[src/hw/gooseq_map.svh]
// Offsets, fields, reset values and timing counts of the group sequencer.
// Included by the package, the sequencer and the bench; holds definitions only.
`ifndef GOOSEQ_MAP_SVH
`define GOOSEQ_MAP_SVH

`define GOOSEQ_CLK_HZ        200000000
`define GOOSEQ_TICK_MS       10
`define GOOSEQ_TICK_CYC      ((`GOOSEQ_CLK_HZ / 1000) * `GOOSEQ_TICK_MS)
`define GOOSEQ_DLY_MIN_MS    10
`define GOOSEQ_DLY_MAX_MS    20000
`define GOOSEQ_DLY_MIN_TK    (`GOOSEQ_DLY_MIN_MS / `GOOSEQ_TICK_MS)
`define GOOSEQ_DLY_MAX_TK    (`GOOSEQ_DLY_MAX_MS / `GOOSEQ_TICK_MS)
`define GOOSEQ_FLASH_MS      250
`define GOOSEQ_FLASH_TK      (`GOOSEQ_FLASH_MS / `GOOSEQ_TICK_MS)
`define GOOSEQ_BLINK_TK      25

// Register byte offsets
`define GOOSEQ_ACT_OFS       12'h000
`define GOOSEQ_ON_DLY_OFS    12'h010
`define GOOSEQ_OFF_DLY_OFS   12'h020
`define GOOSEQ_CMD_OFS       12'h030
`define GOOSEQ_STAT_OFS      12'h034

// Action register: out i on action at [2i+1:2i], off action at [9+2i:8+2i]
`define GOOSEQ_ACT_OFF_LSB   8
// Command register bits (write one to act)
`define GOOSEQ_CMD_ON        0
`define GOOSEQ_CMD_OFF       1
`define GOOSEQ_CMD_FACT      2
`define GOOSEQ_CMD_OUT_LSB   4
`define GOOSEQ_CMD_RCL       8
`define GOOSEQ_CMD_RST_LSB   12
// Status bits
`define GOOSEQ_ST_OUT_LSB    0
`define GOOSEQ_ST_NDEF       4
`define GOOSEQ_ST_PNDEF_LSB  8
`define GOOSEQ_ST_BUSY_ON    12
`define GOOSEQ_ST_BUSY_OFF   13
`define GOOSEQ_ST_LAMP_ON    14
`define GOOSEQ_ST_LAMP_OFF   15

`define GOOSEQ_ACT_RST       2'h0
`define GOOSEQ_DLY_RST       11'h001
`define GOOSEQ_RESP_OKAY     2'h0
`define GOOSEQ_RESP_SLVERR   2'h2

`endif

[src/hw/gooseq_pkg.sv]
// Types shared by the group output sequencer.
// Assumes gooseq_map.svh is reachable on the include path.
`include "gooseq_map.svh"
package gooseq_pkg;
  typedef enum logic [1:0] {
    GOOSEQ_IMMED = 2'b00,
    GOOSEQ_DELAY = 2'b01,
    GOOSEQ_EXCL  = 2'b10
  } gooseq_act_t;

  typedef enum logic [1:0] {
    GOOSEQ_IDLE   = 2'b00,
    GOOSEQ_RUN_ON = 2'b01,
    GOOSEQ_RUN_OF = 2'b10
  } gooseq_st_t;

  typedef struct packed {
    gooseq_st_t       seq;
    logic [3:0]       pend;
    logic [10:0]      tmr;
    logic [20:0]      pre;
    logic [4:0]       blink;
    logic [3:0]       out_en;
    logic [1:0]       lamp;
    logic             lamp_on;
    logic             lamp_off;
    logic [1:0]       key_q;
    logic [15:0]      act;
    logic [3:0][10:0] dly_on;
    logic [3:0][10:0] dly_off;
    logic [3:0]       ndef;
    logic             ndef_any;
    logic             aw_ok;
    logic             awready;
    logic             w_ok;
    logic             wready;
    logic [11:0]     awaddr;
    logic [31:0]     wdata;
    logic [3:0]      wstrb;
    logic            bvalid;
    logic [1:0]      bresp;
    logic            arready;
    logic            rvalid;
    logic [31:0]     rdata;
    logic [1:0]      rresp;
  } gooseq_state_t;
endpackage : gooseq_pkg

[src/hw/gooseq_top.sv]
// Group-on / group-off output sequencer with AXI4-Lite settings registers.
// Assumes keys are clean one-cycle-or-level inputs synchronous to aclk.
// What this block does
// - With default actions the group keys switch all four outputs together.
// - Every output has an on and an off action: immediate, delay or exclude.
// - Factory reset makes every action immediate; immediate acts on the key.
// - A delayed action waits 10 ms to 20000 ms from key press to command.
// - An excluded output keeps its state when its group key is pressed, save a group-off again or held in an off sequence.
// - Leaving delayed keeps the stored delay for when delayed returns.
// - Flags show any non-immediate action, globally and per output.
// - The delay times only the switch command; slew adds no counted time.
// - The key lamp flashes until a long sequence ends, dark below 250 ms.
// - Group-off again or held in an off sequence turns every output off.
// - An output's own key toggles it at once and cancels its pending action.
// - Factory default clears every action and leaves stored memories.
// - Delays count in 10 ms ticks.
// - Recalled memory states apply with no delay.
`timescale 1ns/1ps
`default_nettype none
`include "gooseq_map.svh"
module gooseq_top (
  input  wire logic        aclk,
  input  wire logic        aresetn,
  input  wire logic        key_grp_on,
  input  wire logic        key_grp_off,
  input  wire logic [3:0]  key_out,
  input  wire logic        recall_stb,
  input  wire logic [3:0]  recall_state,
  output logic [3:0]       out_en,
  output logic             lamp_grp_on,
  output logic             lamp_grp_off,
  output logic             non_default,
  output logic [3:0]       out_non_default,
  input  wire logic [11:0] s_axi_awaddr,
  input  wire logic        s_axi_awvalid,
  output logic             s_axi_awready,
  input  wire logic [31:0] s_axi_wdata,
  input  wire logic [3:0]  s_axi_wstrb,
  input  wire logic        s_axi_wvalid,
  output logic             s_axi_wready,
  output logic [1:0]       s_axi_bresp,
  output logic             s_axi_bvalid,
  input  wire logic        s_axi_bready,
  input  wire logic [11:0] s_axi_araddr,
  input  wire logic        s_axi_arvalid,
  output logic             s_axi_arready,
  output logic [31:0]      s_axi_rdata,
  output logic [1:0]       s_axi_rresp,
  output logic             s_axi_rvalid,
  input  wire logic        s_axi_rready
);
  import gooseq_pkg::*;

  gooseq_state_t s_r;
  gooseq_state_t s_nxt;

  // Clamp a written delay into the legal tick range
  function automatic logic [10:0] clamp_dly(input logic [15:0] v);
    if (v < 16'(`GOOSEQ_DLY_MIN_TK))
      return 11'(`GOOSEQ_DLY_MIN_TK);
    else if (v > 16'(`GOOSEQ_DLY_MAX_TK))
      return 11'(`GOOSEQ_DLY_MAX_TK);
    else
      return v[10:0];
  endfunction : clamp_dly

  // Action field of output i, on or off side
  function automatic logic [1:0] act_of(input logic [15:0] a,
                                        input int i, input logic off);
    return off ? a[`GOOSEQ_ACT_OFF_LSB + 2*i +: 2] : a[2*i +: 2];
  endfunction : act_of

  function automatic logic [31:0] pack_dly(input logic [3:0][10:0] d,
                                           input int i);
    return {21'h0, d[i]};
  endfunction : pack_dly

  logic [3:0]  ndef;
  logic [3:0]  wr_cmd_out;
  logic [31:0] cmd_bits;
  logic [10:0] maxd;
  logic        wr_go;
  logic        grp_on_ev;
  logic        grp_off_ev;
  logic        fact_ev;
  logic        tick;

  always_comb begin
    s_nxt = s_r;
    ndef = 4'h0;
    maxd = 11'h0;
    cmd_bits = 32'h0;
    // Non-default flags per output
    for (int i = 0; i < 4; i++) begin
      ndef[i] = (act_of(s_r.act, i, 1'b0) != GOOSEQ_IMMED) ||
                (act_of(s_r.act, i, 1'b1) != GOOSEQ_IMMED);
    end
    s_nxt.ndef = ndef;
    s_nxt.ndef_any = |ndef;

    // AXI write: address and data in either order
    if (s_axi_awvalid && s_r.awready) begin
      s_nxt.aw_ok = 1'b1;
      s_nxt.awaddr = s_axi_awaddr;
    end
    if (s_axi_wvalid && s_r.wready) begin
      s_nxt.w_ok = 1'b1;
      s_nxt.wdata = s_axi_wdata;
      s_nxt.wstrb = s_axi_wstrb;
    end
    wr_go = s_r.aw_ok && s_r.w_ok && !s_r.bvalid;
    if (wr_go) begin
      s_nxt.aw_ok = 1'b0;
      s_nxt.w_ok = 1'b0;
      s_nxt.bvalid = 1'b1;
      s_nxt.bresp = `GOOSEQ_RESP_OKAY;
      unique case (s_r.awaddr)
        `GOOSEQ_ACT_OFS: begin
          if (s_r.wstrb[0])
            s_nxt.act[7:0] = s_r.wdata[7:0];
          if (s_r.wstrb[1])
            s_nxt.act[15:8] = s_r.wdata[15:8];
        end
        `GOOSEQ_CMD_OFS: begin
          cmd_bits = s_r.wdata;
        end
        default: begin
          if (s_r.awaddr >= `GOOSEQ_ON_DLY_OFS &&
              s_r.awaddr < `GOOSEQ_CMD_OFS && s_r.awaddr[1:0] == 2'h0) begin
            if (s_r.awaddr[5])
              s_nxt.dly_off[s_r.awaddr[3:2]] =
                clamp_dly(s_r.wdata[15:0]);
            else
              s_nxt.dly_on[s_r.awaddr[3:2]] =
                clamp_dly(s_r.wdata[15:0]);
          end else begin
            s_nxt.bresp = `GOOSEQ_RESP_SLVERR;
          end
        end
      endcase
    end
    if (s_r.bvalid && s_axi_bready)
      s_nxt.bvalid = 1'b0;
    // Ready flags mirror an empty slot, kept as registers
    s_nxt.awready = !s_nxt.aw_ok;
    s_nxt.wready = !s_nxt.w_ok;

    // AXI read: one outstanding, data a cycle after the address
    if (s_axi_arvalid && s_r.arready) begin
      s_nxt.arready = 1'b0;
      s_nxt.rvalid = 1'b1;
      s_nxt.rresp = `GOOSEQ_RESP_OKAY;
      s_nxt.rdata = 32'h0;
      unique case (s_axi_araddr)
        `GOOSEQ_ACT_OFS:  s_nxt.rdata = {16'h0, s_r.act};
        `GOOSEQ_CMD_OFS:  s_nxt.rdata = 32'h0;
        `GOOSEQ_STAT_OFS: s_nxt.rdata = {16'h0, s_r.lamp, s_r.seq, ndef,
                                         3'h0, |ndef, s_r.out_en};
        default: begin
          if (s_axi_araddr >= `GOOSEQ_ON_DLY_OFS &&
              s_axi_araddr < `GOOSEQ_CMD_OFS && s_axi_araddr[1:0] == 2'h0)
            s_nxt.rdata = s_axi_araddr[5] ?
                          pack_dly(s_r.dly_off, int'(s_axi_araddr[3:2])) :
                          pack_dly(s_r.dly_on, int'(s_axi_araddr[3:2]));
          else
            s_nxt.rresp = `GOOSEQ_RESP_SLVERR;
        end
      endcase
    end
    if (s_r.rvalid && s_axi_rready) begin
      s_nxt.rvalid = 1'b0;
      s_nxt.arready = 1'b1;
    end

    // Key edges, from pins or command register
    s_nxt.key_q = {key_grp_off, key_grp_on};
    grp_on_ev = (key_grp_on && !s_r.key_q[0]) || cmd_bits[`GOOSEQ_CMD_ON];
    grp_off_ev = (key_grp_off && !s_r.key_q[1]) ||
                 cmd_bits[`GOOSEQ_CMD_OFF];
    fact_ev = cmd_bits[`GOOSEQ_CMD_FACT];
    wr_cmd_out = cmd_bits[`GOOSEQ_CMD_OUT_LSB +: 4];

    // 10 ms timebase, restarted with each sequence
    tick = (s_r.pre == 21'(`GOOSEQ_TICK_CYC - 1));
    s_nxt.pre = tick ? 21'h0 : s_r.pre + 21'h1;
    s_nxt.blink = (tick && s_r.blink != 5'h0) ? s_r.blink - 5'h1 : s_r.blink;
    if (tick && s_r.blink == 5'h0)
      s_nxt.blink = 5'(`GOOSEQ_BLINK_TK - 1);

    unique case (s_r.seq)
      GOOSEQ_IDLE: begin
      end
      GOOSEQ_RUN_ON, GOOSEQ_RUN_OF: begin
        if (tick) begin
          s_nxt.tmr = s_r.tmr + 11'h1;
          for (int i = 0; i < 4; i++) begin
            if (s_r.pend[i] && s_nxt.tmr >= (s_r.seq == GOOSEQ_RUN_ON ?
                s_r.dly_on[i] : s_r.dly_off[i])) begin
              s_nxt.pend[i] = 1'b0;
              s_nxt.out_en[i] = (s_r.seq == GOOSEQ_RUN_ON);
            end
          end
        end
        if (s_nxt.pend == 4'h0)
          s_nxt.seq = GOOSEQ_IDLE;
      end
      default: s_nxt.seq = GOOSEQ_IDLE;
    endcase

    // Group key starts a fresh sequence; group-off in an off sequence ends it
    if (grp_off_ev && s_r.seq == GOOSEQ_RUN_OF) begin
      s_nxt.out_en = 4'h0;
      s_nxt.pend = 4'h0;
      s_nxt.seq = GOOSEQ_IDLE;
    end else if (grp_on_ev || grp_off_ev) begin
      s_nxt.pend = 4'h0;
      s_nxt.tmr = 11'h0;
      s_nxt.pre = 21'h0;
      s_nxt.blink = 5'h0;
      for (int i = 0; i < 4; i++) begin
        unique case (gooseq_act_t'(act_of(s_r.act, i, grp_off_ev)))
          GOOSEQ_IMMED: s_nxt.out_en[i] = grp_on_ev && !grp_off_ev;
          GOOSEQ_DELAY: begin
            s_nxt.pend[i] = 1'b1;
            if ((grp_off_ev ? s_r.dly_off[i] : s_r.dly_on[i]) > maxd)
              maxd = grp_off_ev ? s_r.dly_off[i] : s_r.dly_on[i];
          end
          GOOSEQ_EXCL: begin
          end
          default: begin
          end
        endcase
      end
      s_nxt.seq = (s_nxt.pend == 4'h0) ? GOOSEQ_IDLE :
                  (grp_off_ev ? GOOSEQ_RUN_OF : GOOSEQ_RUN_ON);
      s_nxt.lamp = 2'h0;
      if (maxd >= 11'(`GOOSEQ_FLASH_TK))
        s_nxt.lamp = grp_off_ev ? 2'h2 : 2'h1;
    end else if (s_r.seq == GOOSEQ_RUN_OF && key_grp_off && s_r.key_q[1] &&
                 tick && s_r.tmr >= 11'(`GOOSEQ_FLASH_TK)) begin
      s_nxt.out_en = 4'h0;
      s_nxt.pend = 4'h0;
      s_nxt.seq = GOOSEQ_IDLE;
    end

    if (s_nxt.seq == GOOSEQ_IDLE)
      s_nxt.lamp = 2'h0;

    // Own keys override a pending action
    for (int i = 0; i < 4; i++) begin
      if (key_out[i] || wr_cmd_out[i]) begin
        s_nxt.out_en[i] = !s_r.out_en[i];
        s_nxt.pend[i] = 1'b0;
      end
    end
    if (recall_stb || cmd_bits[`GOOSEQ_CMD_RCL]) begin
      s_nxt.out_en = recall_stb ? recall_state :
                     cmd_bits[`GOOSEQ_CMD_RST_LSB +: 4];
      s_nxt.pend = 4'h0;
      s_nxt.seq = GOOSEQ_IDLE;
      s_nxt.lamp = 2'h0;
    end
    if (fact_ev)
      s_nxt.act = {8{`GOOSEQ_ACT_RST}};
    // Lamp pins blink on half the blink period, from registers
    s_nxt.lamp_on = s_nxt.lamp[0] &&
                    (s_nxt.blink < 5'(`GOOSEQ_BLINK_TK / 2));
    s_nxt.lamp_off = s_nxt.lamp[1] &&
                     (s_nxt.blink < 5'(`GOOSEQ_BLINK_TK / 2));
  end

  always_ff @(posedge aclk) begin
    if (!aresetn) begin
      s_r <= '0;
      s_r.awready <= 1'b1;
      s_r.wready <= 1'b1;
      s_r.arready <= 1'b1;
      for (int i = 0; i < 4; i++) begin
        s_r.dly_on[i] <= `GOOSEQ_DLY_RST;
        s_r.dly_off[i] <= `GOOSEQ_DLY_RST;
      end
    end else begin
      s_r <= s_nxt;
    end
  end

  assign out_en          = s_r.out_en;
  assign lamp_grp_on     = s_r.lamp_on;
  assign lamp_grp_off    = s_r.lamp_off;
  assign non_default     = s_r.ndef_any;
  assign out_non_default = s_r.ndef;
  assign s_axi_awready   = s_r.awready;
  assign s_axi_wready    = s_r.wready;
  assign s_axi_bvalid    = s_r.bvalid;
  assign s_axi_bresp     = s_r.bresp;
  assign s_axi_arready   = s_r.arready;
  assign s_axi_rvalid    = s_r.rvalid;
  assign s_axi_rdata     = s_r.rdata;
  assign s_axi_rresp     = s_r.rresp;
endmodule : gooseq_top
`default_nettype wire

[config.mk]
export PLATFORM = sky130hd
export DESIGN_NAME = gooseq_top
export DESIGN_NICKNAME = d
export VERILOG_FILES = /design/src/hw/gooseq_pkg.sv /design/src/hw/gooseq_top.sv
export VERILOG_INCLUDE_DIRS = /design/src /design/src/hw
export SDC_FILE = /design/constraint.sdc
export NUM_CORES = 1
export LEC_CHECK = 0
export ABC_AREA = 1
export ABC_CLOCK_PERIOD_IN_PS = 10110
export BUFFER_PORTS_ARGS = -buffer_cell sky130_fd_sc_hd__clkbuf_2
export CORE_ASPECT_RATIO = 1.75
export CORE_MARGIN = 1
export CORE_UTILIZATION = 45
export CTS_BUF_LIST = sky130_fd_sc_hd__clkbuf_8
export DETAILED_ROUTE_END_ITERATION = 10
export SETUP_SLACK_MARGIN = 0.2
export SYNTH_ARGS = -nofsm -noshare
export SYNTH_HDL_FRONTEND = slang
export SYNTH_SLANG_ARGS = --single-unit
[constraint.sdc]
create_clock -name aclk -period 10.11 [get_ports aclk]
set_input_delay 2.022 -clock aclk [delete_from_list [all_inputs] [get_ports aclk]]
set_output_delay 2.022 -clock aclk [all_outputs]
set_load 0.02 [all_outputs]
==> metrics.csv <==
metric;value;unit
Die X;133;um
Comb power frac;13.2;%
CP max stage cell;o21ai_0;
Starting Density;46.0;%
worst-path fanout max;79;
initial antenna violation count;1;
synthesized area per cell;6.82;sq um
gpl congestion;0.960;
Final Core Density;49.5;%
first-pass GRT wire length;69.1;mm
post-synthesis cell count;1987;
Async SR Flop Fraction;0;%
clock transition at the registers of the reported paths;0.05;ns
CTS sink count;217;
Storage cell area;0.00434;sq mm
top_reg_cell synth;dfxtp_1;
Final setup viols;0;
Unique masters post-synth;61;
number of global-route vias before repair;12800;
vias per inst;5.55;
via count;13500;
status;completed;
share of layout cells above drive strength 1;9.40;%
area added between synthesis and finish;7.61;%
drt first-iter violations;964;
Switch Pwr;0.000574;W
Worst Setup End Kind;flop;
MaxCap Viol Count;0;
Chip Height;232;um
row count;83;
Core Area;0.0295;sq mm
Routed Antenna Nets;0;
cts bufs inserted;37;
CTS resizes;0;
crit path DAT;9.11;ns
All-Layer GR Usage;29.3;%
DIE AREA;0.0308;sq mm
Period Utilization, post-route;85.9;%
Worst Tran Pin Value;1.22;ns
setup bufs post-CTS;0;
final wirelength;45.2;mm
TNS Setup;0;ns
unrepaired setup endpoints after global routing;false;
mapped cell area;0.0136;sq mm
clk buf depth;3;
Residual DRC;0;
Clk pwr share;39.2;%
peak supply drop;0.000116;V
Crit Path Class;in2reg;
Post-CTS Hold Buffers;0;
Lkg Pwr;6.19;nW
clk root buf;clkbuf_8;
IO Count;130;
post-DP HPWL;35.0;mm
Sw Ratio;30.5;%
Ys Warns;0;
Pint;0.00131;W
Worst path most repeated cell;nand2_1;
sequential share of power;47.7;%
Tmin final;8.68;ns
grt total ovfl;0;
number of enable flip-flop cells after synthesis;0;
multi-input logic area;0.00770;sq mm
fin nets;2185;
Yosys reg bits;217;
Pre-antenna DRT Iters;6;
port buffer count;93;
Pwr per Cell Area;129;mW/mm^2
Critical Path Start Type;primary input;
Worst Hold Class;reg2reg;
Fillers;3109;
clock skew;0.0363;ns
pin count of the biggest net entering global routing;80;
normalized max-slew margin;18.6;%
average routed wire per standard cell;18.6;um
clk_lat worst skew;0.58;ns
final hold violations;0;
max-slew violations;0;
H-tree Lvls;2;
CTS tree;yes;
post-synthesis sequential area ratio;32.0;%
max incr delay on CP;0.59;ns
fmax;115;MHz
Worst EP required;10.54;ns
[critical path, delay by kind of cell]
family	cells	cell delay, ns
simple gates	25	4.07
compound gates	5	1.15
fa+ha+maj	3	0.87
buf+inv	7	0.94
[path summary, 6_finish.rpt]
path | from | endpoint | slack (ns) | cells after the start
min | s_r[215]$_SDFF_PN0_ | s_r[215]$_SDFF_PN0_ | 0.44 | 1
max | key_grp_off | lamp_grp_off$_SDFF_PN0_ | 1.43 | 40
min reg2reg | s_r[215]$_SDFF_PN0_ | s_r[215]$_SDFF_PN0_ | 0.44 | 1
max reg2reg | s_axi_bvalid$_SDFFE_PP0P_ | lamp_grp_off$_SDFF_PN0_ | 2.47 | 43
[per-stage QoR]
stage	std cells	setup slack, ns	hold slack (ns)	cell area (sq um)	total power (W)
5_1_grt	2426	0.918	0.449	14600	0.00195
4_1_cts	2425	1.55	0.444	14600	0.00189
2_1_floorplan	2004	3.07	0.418	13600	0.00109
6_report	2426	1.43	0.443	14600	0.00188
3_3_place_gp	2365	1.10	0.427	13900	0.00116
3_5_place_dp	2365	0.973	0.436	13900	0.00116
[power by group through the flow]
| stage | clock (W) | combinational (W) | sequential, W |
|---|---|---|---|
| 2_1_floorplan | 0 | 0.000181 | 0.000908 |
| 3_3_place_gp | 0 | 0.000242 | 0.000915 |
| 3_5_place_dp | 0 | 0.000245 | 0.000915 |
| 4_1_cts | 0.000746 | 0.000246 | 0.000896 |
| 5_1_grt | 0.000778 | 0.000273 | 0.000898 |
| 6_report | 0.000737 | 0.000248 | 0.000897 |
[layout make-up]
cell class,count,area share [%]
Antenna cell,1,0.0172
Clock buffer,40,3.77
Clock inverter,20,0.609
Inverter,230,5.95
Multi-Input combinational cell,1431,52.8
Sequential cell,217,29.8
Tap cell,382,3.28
Timing Repair Buffer,105,3.83
[cell families after synthesis]
family	synth area share (%)
flops	32.0
compound gates	22.7
xor+xnor	1.36
fa+ha+maj	7.85
simple gates	24.3
buf+inv	11.7
other cells	0.0277
[cell usage after synthesis, types with 4 or more instances]
cell	instances	area share [%]
o21ai_0	255	9.4
a221oi_1	4	0.26
ha_1	85	7.8
and2_1	7	0.32
o21a_1	10	0.55
nand3_1	74	2.7
buf_1	6	0.17
buf_4	50	2.8
inv_1	221	6.1
nor2_1	176	4.9
a31oi_1	21	0.97
o211ai_1	11	0.61
nor4_1	13	0.60
nor3_1	19	0.70
o22ai_1	5	0.23
o221ai_1	15	0.97
nand4_1	48	2.2
a32oi_1	4	0.26
o21ai_1	8	0.30
buf_6	5	0.42
inv_2	5	0.14
clkbuf_1	61	1.7
dfxtp_1	217	32
a211oi_1	17	0.94
xor2_1	16	1.0
xnor2_1	5	0.32
a31o_2	4	0.26
nand2_2	7	0.32
nor2_2	10	0.46
nand2_1	362	10
nor3b_1	7	0.39
a21oi_1	195	7.2
[state kept, by name (all words and copies together) (netlist names)]
signal,count
s_axi_bresp,1
s_axi_rvalid,1
s_axi_arready,1
lamp_grp_on,1
s_axi_rresp,1
s_axi_bvalid,1
s_axi_rdata,16
out_en,4
s_axi_awready,1
non_default,1
s_r,183
s_axi_wready,1
lamp_grp_off,1
out_non_default,4
[placed cells by master (no fill, tap or decap), types with 7 or more instances in the layout]
master	netlist	layout
clkbuf_2	0	92
o221ai_1	15	15
o211ai_1	11	11
nand3_1	74	74
buf_4	50	13
clkbuf_8	0	40
nand2_2	7	7
dfxtp_1	217	217
a211oi_1	17	17
nor2_2	10	10
inv_1	221	238
o21ai_0	255	255
conb_1	1	18
nor3b_1	7	7
nand4_1	48	48
and2_1	7	7
nand2_1	362	362
nor4_1	13	13
a31oi_1	21	21
nor2_1	176	176
ha_1	85	84
xor2_1	16	16
nor3_1	19	19
o21a_1	10	10
o21ai_1	8	8
a21oi_1	195	195
[layer usage]
metal / global-route usage [%] / wire length (um) / vias to the layer above
li1: - / - / 6731
met1: 31.7 / 16900 / 6153
met2: 53.2 / 22800 / 459
met3: 3.52 / 2380 / 128
met4: 19.8 / 3120 / 0
met5: 0 / 0 / -
Note: power is estimated with default switching activity, not from simulation.
